$ cat config.mk
export PLATFORM = sky130hd
export DESIGN_NAME = led_strap_mii_pin_control
export DESIGN_NICKNAME = d
export VERILOG_FILES = /design/src/pin_sync.v /design/src/led_strap_mii_pin_control.v
export VERILOG_INCLUDE_DIRS = /design/src /design/src/src
export SDC_FILE = /design/constraint.sdc
export NUM_CORES = 1
export LEC_CHECK = 0
export ABC_AREA = 0
export BUFFER_PORTS_ARGS = -buffer_cell sky130_fd_sc_hd__buf_2
export CORE_ASPECT_RATIO = 1.4
export CORE_MARGIN = 2
export CORE_UTILIZATION = 50
export CTS_CLUSTER_SIZE = 10
export DETAILED_ROUTE_END_ITERATION = 6
export PLACE_DENSITY = 0.73
export SETUP_SLACK_MARGIN = 0.5
export SYNTH_ARGS = -nofsm -noshare
export SYNTH_HDL_FRONTEND = slang
export SYNTH_SLANG_ARGS = --single-unit
$ cat constraint.sdc
create_clock -name clk -period 1.7 [get_ports clk]
set_input_delay 0.085 -clock clk [delete_from_list [all_inputs] [get_ports clk]]
set_output_delay 0.085 -clock clk [all_outputs]
set_load 0.01 [all_outputs]
$ cat src/led_strap_map.vh
// constants for the speed/activity lamp and strap capture block
`ifndef LED_STRAP_MAP_VH
`define LED_STRAP_MAP_VH

// management register addresses for the captured strap and the indicator mode
`define CTRL0_ADDR        5'h00
`define AN_ADV_ADDR       5'h04
`define PHY_CTRL2_ADDR    5'h1F

// field positions
`define CTRL0_SPEED_BIT   13
`define LED_MODE_MSB      5
`define LED_MODE_LSB      4

// indicator modes
`define LED_MODE_SPEED    2'h0
`define LED_MODE_ACT      2'h1
`define LED_MODE_RSV2     2'h2
`define LED_MODE_RSV3     2'h3

// reset values: pull-up default is 100 Mbps, lamp off
`define STRAP_PIN_DEFAULT 1'h1
`define LAMP_OFF_LEVEL    1'h1
`define LAMP_ON_LEVEL     1'h0

// clock rate and lamp blink timing
`define CLK_KHZ           20000
`define BLINK_HALF_MS     25
`define BLINK_HALF_CYC    (`BLINK_HALF_MS * `CLK_KHZ)

// synchroniser depth, edges before the strap sample is settled
`define SYNC_STAGES       2
`define STRAP_SETTLE_CYC  2'h2

`endif

$ cat src/pin_sync.v
// two flip-flop synchroniser for pins from outside the clock domain
module pin_sync #(
  parameter WIDTH    = 1,
  parameter [WIDTH-1:0] RESET_VAL = {WIDTH{1'b0}}
) (
  // clock and reset
  input  wire             clk,
  input  wire             arst_n,
  // asynchronous input and settled output
  input  wire [WIDTH-1:0] async_in,
  output reg  [WIDTH-1:0] sync_out
);

  reg [WIDTH-1:0] meta_reg;

  // first stage feeds only the second stage
  always @(posedge clk or negedge arst_n)
  begin
    if (!arst_n)
    begin
      meta_reg <= RESET_VAL;
      sync_out <= RESET_VAL;
    end
    else
    begin
      meta_reg <= async_in;
      sync_out <= meta_reg;
    end
  end

endmodule // pin_sync

$ cat src/led_strap_mii_pin_control.v
// speed/activity lamp pin with speed strap capture and mii nibble qualification
`include "led_strap_map.vh"

module led_strap_mii_pin_control #(
  parameter BLINK_HALF_CYC = `BLINK_HALF_CYC
) (
  // clock and chip reset
  input  wire       clk,
  input  wire       arst_n,
  // speed/activity indicator pin, three-signal form
  input  wire       speed_activity_indicator_pin_in,
  output wire       speed_activity_indicator_pin_out,
  output wire       speed_activity_indicator_pin_oe,
  // lamp control from the core
  input  wire [1:0] led_mode,
  input  wire       link_speed_100,
  input  wire       link_activity,
  // captured strap images
  output reg        ctrl0_speed_select,
  output reg        an_adv_100_capable,
  output wire       strap_valid,
  // receive nibbles from the core
  input  wire [3:0] core_rx_nibble,
  input  wire       core_rx_valid,
  // receive nibbles to the mac
  output reg  [3:0] mii_rxd,
  output reg        mii_rx_dv,
  // transmit nibbles from the mac pins
  input  wire [3:0] mii_txd,
  input  wire       mii_tx_en,
  // transmit nibbles to the core
  output reg  [3:0] core_tx_nibble,
  output reg        core_tx_valid
);

  // strap sequence states
  localparam [2:0] ST_SETTLE = 3'h1;
  localparam [2:0] ST_SAMPLE = 3'h2;
  localparam [2:0] ST_RUN    = 3'h4;

  localparam CNT_W = 32;

  reg  [2:0]       state_reg;
  reg  [2:0]       state_next;
  reg  [1:0]       settle_reg;
  reg  [1:0]       settle_next;
  reg              pin_oe_reg;
  reg              lamp_reg;
  reg              lamp_next;
  reg              blink_reg;
  reg  [CNT_W-1:0] blink_cnt_reg;
  wire             pin_sync_level;
  wire [4:0]       tx_sync;
  wire             blink_wrap;

  // strap pin level into the clock domain
  pin_sync #(
    .WIDTH     (1),
    .RESET_VAL (`STRAP_PIN_DEFAULT)
  ) u_strap_sync (
    .clk      (clk),
    .arst_n   (arst_n),
    .async_in (speed_activity_indicator_pin_in),
    .sync_out (pin_sync_level)
  );

  // mac transmit pins into the clock domain
  pin_sync #(
    .WIDTH     (5),
    .RESET_VAL (5'h00)
  ) u_tx_sync (
    .clk      (clk),
    .arst_n   (arst_n),
    .async_in ({mii_tx_en, mii_txd}),
    .sync_out (tx_sync)
  );

  // strap sequence: settle the synchroniser, sample once, then run
  always @*
  begin
    state_next  = state_reg;
    settle_next = settle_reg;
    case (state_reg)
      ST_SETTLE:
      begin
        settle_next = settle_reg + 2'h1;
        if (settle_reg == `STRAP_SETTLE_CYC - 2'h1)
          state_next = ST_SAMPLE;
      end
      ST_SAMPLE:
      begin
        state_next = ST_RUN;
      end
      ST_RUN:
      begin
        state_next = ST_RUN;                        // never resamples
      end
      default:
      begin
        state_next  = ST_SETTLE;
        settle_next = 2'h0;
      end
    endcase
  end

  // state, strap capture and pin direction
  always @(posedge clk or negedge arst_n)
  begin
    if (!arst_n)                                    // all logic held in reset
    begin
      state_reg          <= ST_SETTLE;
      settle_reg         <= 2'h0;
      ctrl0_speed_select <= `STRAP_PIN_DEFAULT;
      an_adv_100_capable <= `STRAP_PIN_DEFAULT;
      pin_oe_reg         <= 1'b0;                   // input during reset
    end
    else
    begin
      state_reg  <= state_next;
      settle_reg <= settle_next;
      if (state_reg == ST_SAMPLE)
      begin
        ctrl0_speed_select <= pin_sync_level;       // high 100, low 10
        an_adv_100_capable <= pin_sync_level;       // advertised capability
        pin_oe_reg         <= 1'b1;                 // drive after capture
      end
    end
  end

  assign strap_valid = (state_reg == ST_RUN);

  // blink timer runs only while there is activity
  assign blink_wrap = (blink_cnt_reg == BLINK_HALF_CYC - 1);

  always @(posedge clk or negedge arst_n)
  begin
    if (!arst_n)
    begin
      blink_cnt_reg <= {CNT_W{1'b0}};
      blink_reg     <= `LAMP_OFF_LEVEL;
    end
    else if (!link_activity)
    begin
      blink_cnt_reg <= {CNT_W{1'b0}};
      blink_reg     <= `LAMP_OFF_LEVEL;             // high when idle
    end
    else if (blink_wrap)
    begin
      blink_cnt_reg <= {CNT_W{1'b0}};
      blink_reg     <= ~blink_reg;                  // toggle on activity
    end
    else
    begin
      blink_cnt_reg <= blink_cnt_reg + 1;
    end
  end

  // lamp function chosen by indicator mode
  always @*
  begin
    case (led_mode)                                 // mode field selects
      `LED_MODE_SPEED:
        lamp_next = link_speed_100 ? `LAMP_ON_LEVEL : `LAMP_OFF_LEVEL;
      `LED_MODE_ACT:
        lamp_next = link_activity ? blink_reg : `LAMP_OFF_LEVEL; // off when idle
      default:
        lamp_next = `LAMP_OFF_LEVEL;                // reserved modes dark
    endcase
  end

  // lamp level register, off until the strap is done
  always @(posedge clk or negedge arst_n)
  begin
    if (!arst_n)
      lamp_reg <= `LAMP_OFF_LEVEL;
    else if (strap_valid)
      lamp_reg <= lamp_next;
    else
      lamp_reg <= `LAMP_OFF_LEVEL;
  end

  assign speed_activity_indicator_pin_out = lamp_reg;
  assign speed_activity_indicator_pin_oe  = pin_oe_reg;

  // receive nibbles to the mac, data zeroed outside valid
  always @(posedge clk or negedge arst_n)
  begin
    if (!arst_n)
    begin
      mii_rxd   <= 4'h0;
      mii_rx_dv <= 1'b0;
    end
    else
    begin
      mii_rx_dv <= core_rx_valid;                   // dv only with valid data
      mii_rxd   <= core_rx_valid ? core_rx_nibble : 4'h0;
    end
  end

  // transmit nibbles from the mac, taken only under tx enable
  always @(posedge clk or negedge arst_n)
  begin
    if (!arst_n)
    begin
      core_tx_nibble <= 4'h0;
      core_tx_valid  <= 1'b0;
    end
    else
    begin
      core_tx_valid  <= tx_sync[4];
      core_tx_nibble <= tx_sync[4] ? tx_sync[3:0] : 4'h0;
    end
  end

endmodule // led_strap_mii_pin_control

==> flow_metrics.tcl <==
set metrics [dict create \
    final_cells 416 \
    crit_type "reg2reg" \
    layout-drive-gt1-share_pct 44.29 \
    cts.clk_slew.worst_paths_ns 0.07 \
    dpl.hpwl_mm 4.080 \
    dieArea_sq_mm 0.005922 \
    critPathMaxFanout 19 \
    cts-htree-levels 3 \
    wl_per_cell_um 16.24 \
    r2r_start "blink_cnt_reg[20]" \
    yosysUniqueCellTypes 41 \
    peakVddDrop_mv 0.6597 \
    final-setup-viol-count 2 \
    arrival_ns 1.93 \
    die_h_um 90.26 \
    worstPathRequired_ns 1.93 \
    maxSlewHeadroom_pct 58.00 \
    reg2reg_depth 6 \
    synth_top_area_share_pct 53.67 \
    final_cell_area_sq_mm 0.003943 \
    fin_crit_ns 1.703 \
    finalNetCount 364 \
    cts_tree "done" \
    tightest_slew_ns 0.6301 \
    syn_nets 251 \
    ys_seq_elements 63 \
    leakage_uw 0.001856 \
    max_freq_ghz 0.5871 \
    ys_dominant_reg_cell "dfrtp_1" \
    yosysMostFrequentCell "dfrtp_1" \
    met2_usage_pct 42.18 \
    r2r-end "blink_cnt_reg[25]" \
    antenna_found_initial 0 \
    violations "negative setup slack" \
    io_buffers 31 \
    syn_area_sq_mm 0.002658 \
    hold_violations 0 \
    grt_pass1_vias 2308 \
    rows 31 \
    grt_setup_unrepaired "yes" \
    dp_cells 366 \
    routed_wl_mm 6.756 \
    skew_ns 0.007776 \
    p_total_uw 2933 \
    ios 32 \
    yosysSeqAreaShare_pct 59.60 \
    post_dp_cell_area_sq_mm 0.003242 \
    yosys_warnings 0 \
    tns_ns -0.004501 \
    holdPathEnd "speed_activity_indicator_pin_out" \
    core-area_sq_mm 0.005159 \
    end_kind "flop" \
    holdCritStartpoint "led_mode[0]" \
    post-route-period-util_pct 100.2 \
    finalMaxSlewViolations 0 \
    largest_reg_flops 32 \
    synthCells 232 \
    vias 2188 \
    yosys.area.top_type "dfrtp_1" \
    grt.met3_usage_pct 7.107 \
    timing.hold.ws_ns 0.04507 \
    insertion_delay_ns 0.34 \
    setup_ws_ns -0.003256 \
    synthTopCellsByArea "dfrtp_1, dfstp_2, xor2_1" \
    cts_root_buf "clkbuf_8" \
    drt-initial-drc-count 94 \
    avgSynthCellArea_sq_um 11.45 \
    grt.overflow.total 0 \
    cp-start-kind "flop" \
    detail-route-antenna-nets 0 \
    viasPerCell 5.260 \
    use_met1_pct 24.23 \
    num-fill-cells 319 \
    cts.sink_count 63 \
    n_antenna_cell 0 \
    cts.path.max_buffers 2 \
    grtUsageTotal_pct 23.66 \
    synth-edff-count 0 \
    worstHoldPathType "in2reg" \
    drv_cap 0 \
    die_w_um 65.62 \
    grt_pass1_wl_mm 10.33 \
    cts_made_buffers 9 \
    area_growth_pct 48.35 \
    cellPowerDensity_mw_per_mm2 744.0 \
    grt-busiest-layer "met2" \
    start_util_pct 51.52 \
    async_flop_share_pct 100.0 \
    drc 0 \
    ys_top_cells_by_count "dfrtp_1, nor2_1, xor2_1" \
    firstDrtPassIters 4 \
    ff2ff_setup_slack_ns -0.003 \
    status "finished, violations left" \
    min_path_cells 3 \
    globalplace.congestion 0.8118 \
    grt_max_degree 28 \
]
layout make-up:
type / instances / area, sq um / area share [%]
clock inverter: 6 / 45.04 / 1.142
timing repair buffer: 106 / 837.1 / 21.23
sequential: 63 / 1588 / 40.27
clock buffer: 10 / 137.6 / 3.491
inverter: 6 / 22.52 / 0.5712
tap: 66 / 82.58 / 2.095
multi-input combinational: 159 / 1230 / 31.20
kinds of logic (layout without fill, tap and decap cells):
| logic type | after synthesis | after routing | share of synthesized area, % |
|---|---|---|---|
| DFF | 63 | 63 | 59.60 |
| adders and majority gates | 2 | 2 | 0.9415 |
| AOI/OAI and AO/OA | 12 | 12 | 3.060 |
| muxes | 1 | 1 | 0.4237 |
| buffers and inverters | 10 | 128 | 1.695 |
| xor gates and xnor gates | 29 | 29 | 9.557 |
| and+or+nand+nor | 115 | 115 | 24.72 |
worst max-delay path: stages, from the launching register on:
cell and delay, ns:
dfrtp_1 0.39, nor4_2 0.29, nand2_1 0.17, nor4_4 0.33
nand2b_4 0.20, buf_12 0.15, nor2_1 0.06
how the worst max path moves through the flow:
stage	slack [ns]	start	endpoint	cells after the start
after floorplan	0.02	blink_cnt_reg[7]	blink_cnt_reg[27]	5
after global placement	-0.02	blink_cnt_reg[28]	blink_cnt_reg[22]	6
after detailed placement	-0.08	blink_cnt_reg[28]	blink_cnt_reg[17]	6
after CTS	0.05	blink_cnt_reg[14]	blink_cnt_reg[25]	6
after global routing	-0.10	blink_cnt_reg[19]	blink_cnt_reg[5]	6
final	-0.003	blink_cnt_reg[20]	blink_cnt_reg[25]	6
layout by cell type (no fill, tap or decap), drive strengths merged, types with 2 or more instances in the layout:
| cell type | netlist | layout |
|---|---|---|
| and4 | 2 | 2 |
| clkbuf | 0 | 10 |
| dlygate4sd3 | 0 | 14 |
| nor2 | 35 | 35 |
| nor3 | 5 | 5 |
| nand4 | 14 | 14 |
| xnor2 | 13 | 13 |
| clkinvlp | 0 | 3 |
| dfstp | 6 | 6 |
| nand3 | 10 | 10 |
| inv | 6 | 7 |
| o21ai | 2 | 2 |
| nand3b | 3 | 3 |
| xor2 | 16 | 16 |
| buf | 4 | 92 |
| nor4b | 2 | 2 |
| and3 | 4 | 4 |
| a22oi | 2 | 2 |
| o31ai | 2 | 2 |
| nor2b | 2 | 2 |
| or4 | 2 | 2 |
| clkinv | 0 | 2 |
| a21oi | 3 | 3 |
| nor4 | 6 | 6 |
| and2 | 12 | 12 |
| ha | 2 | 2 |
| nand2 | 13 | 13 |
| dfrtp | 57 | 57 |
per-layer routing:
layer / share of wire, % / up-vias
li1: - / 1025
met1: 36 / 1094
met2: 58 / 52
met3: 3.7 / 17
met5: 0 / -
met4: 2.7 / 0
what timing repair did:
action,CTS,global route
pin swaps,12,13
setup buffers,15,5
hold endpoints to repair,32,0
cloned,0,0
resized for setup,22,29
hold buffers,14,0
setup endpoints to repair,34,39
power breakdown:
group	total [uW]	internal [uW]	switching, uW
sequential	1550	1540	15.7
combinational	190	93.7	96.7
clock	1190	572	617
total	2930	2200	729
per-stage QoR:
step | setup WS, ns | util, %
floorplan | 0.01685 | -
global placement | -0.01703 | 62.84
detailed placement | -0.08099 | 62.84
CTS | 0.04587 | 73.25
global route | -0.1020 | 76.42
finish | -0.003256 | 76.42
Power figures use the tool's default switching activity.
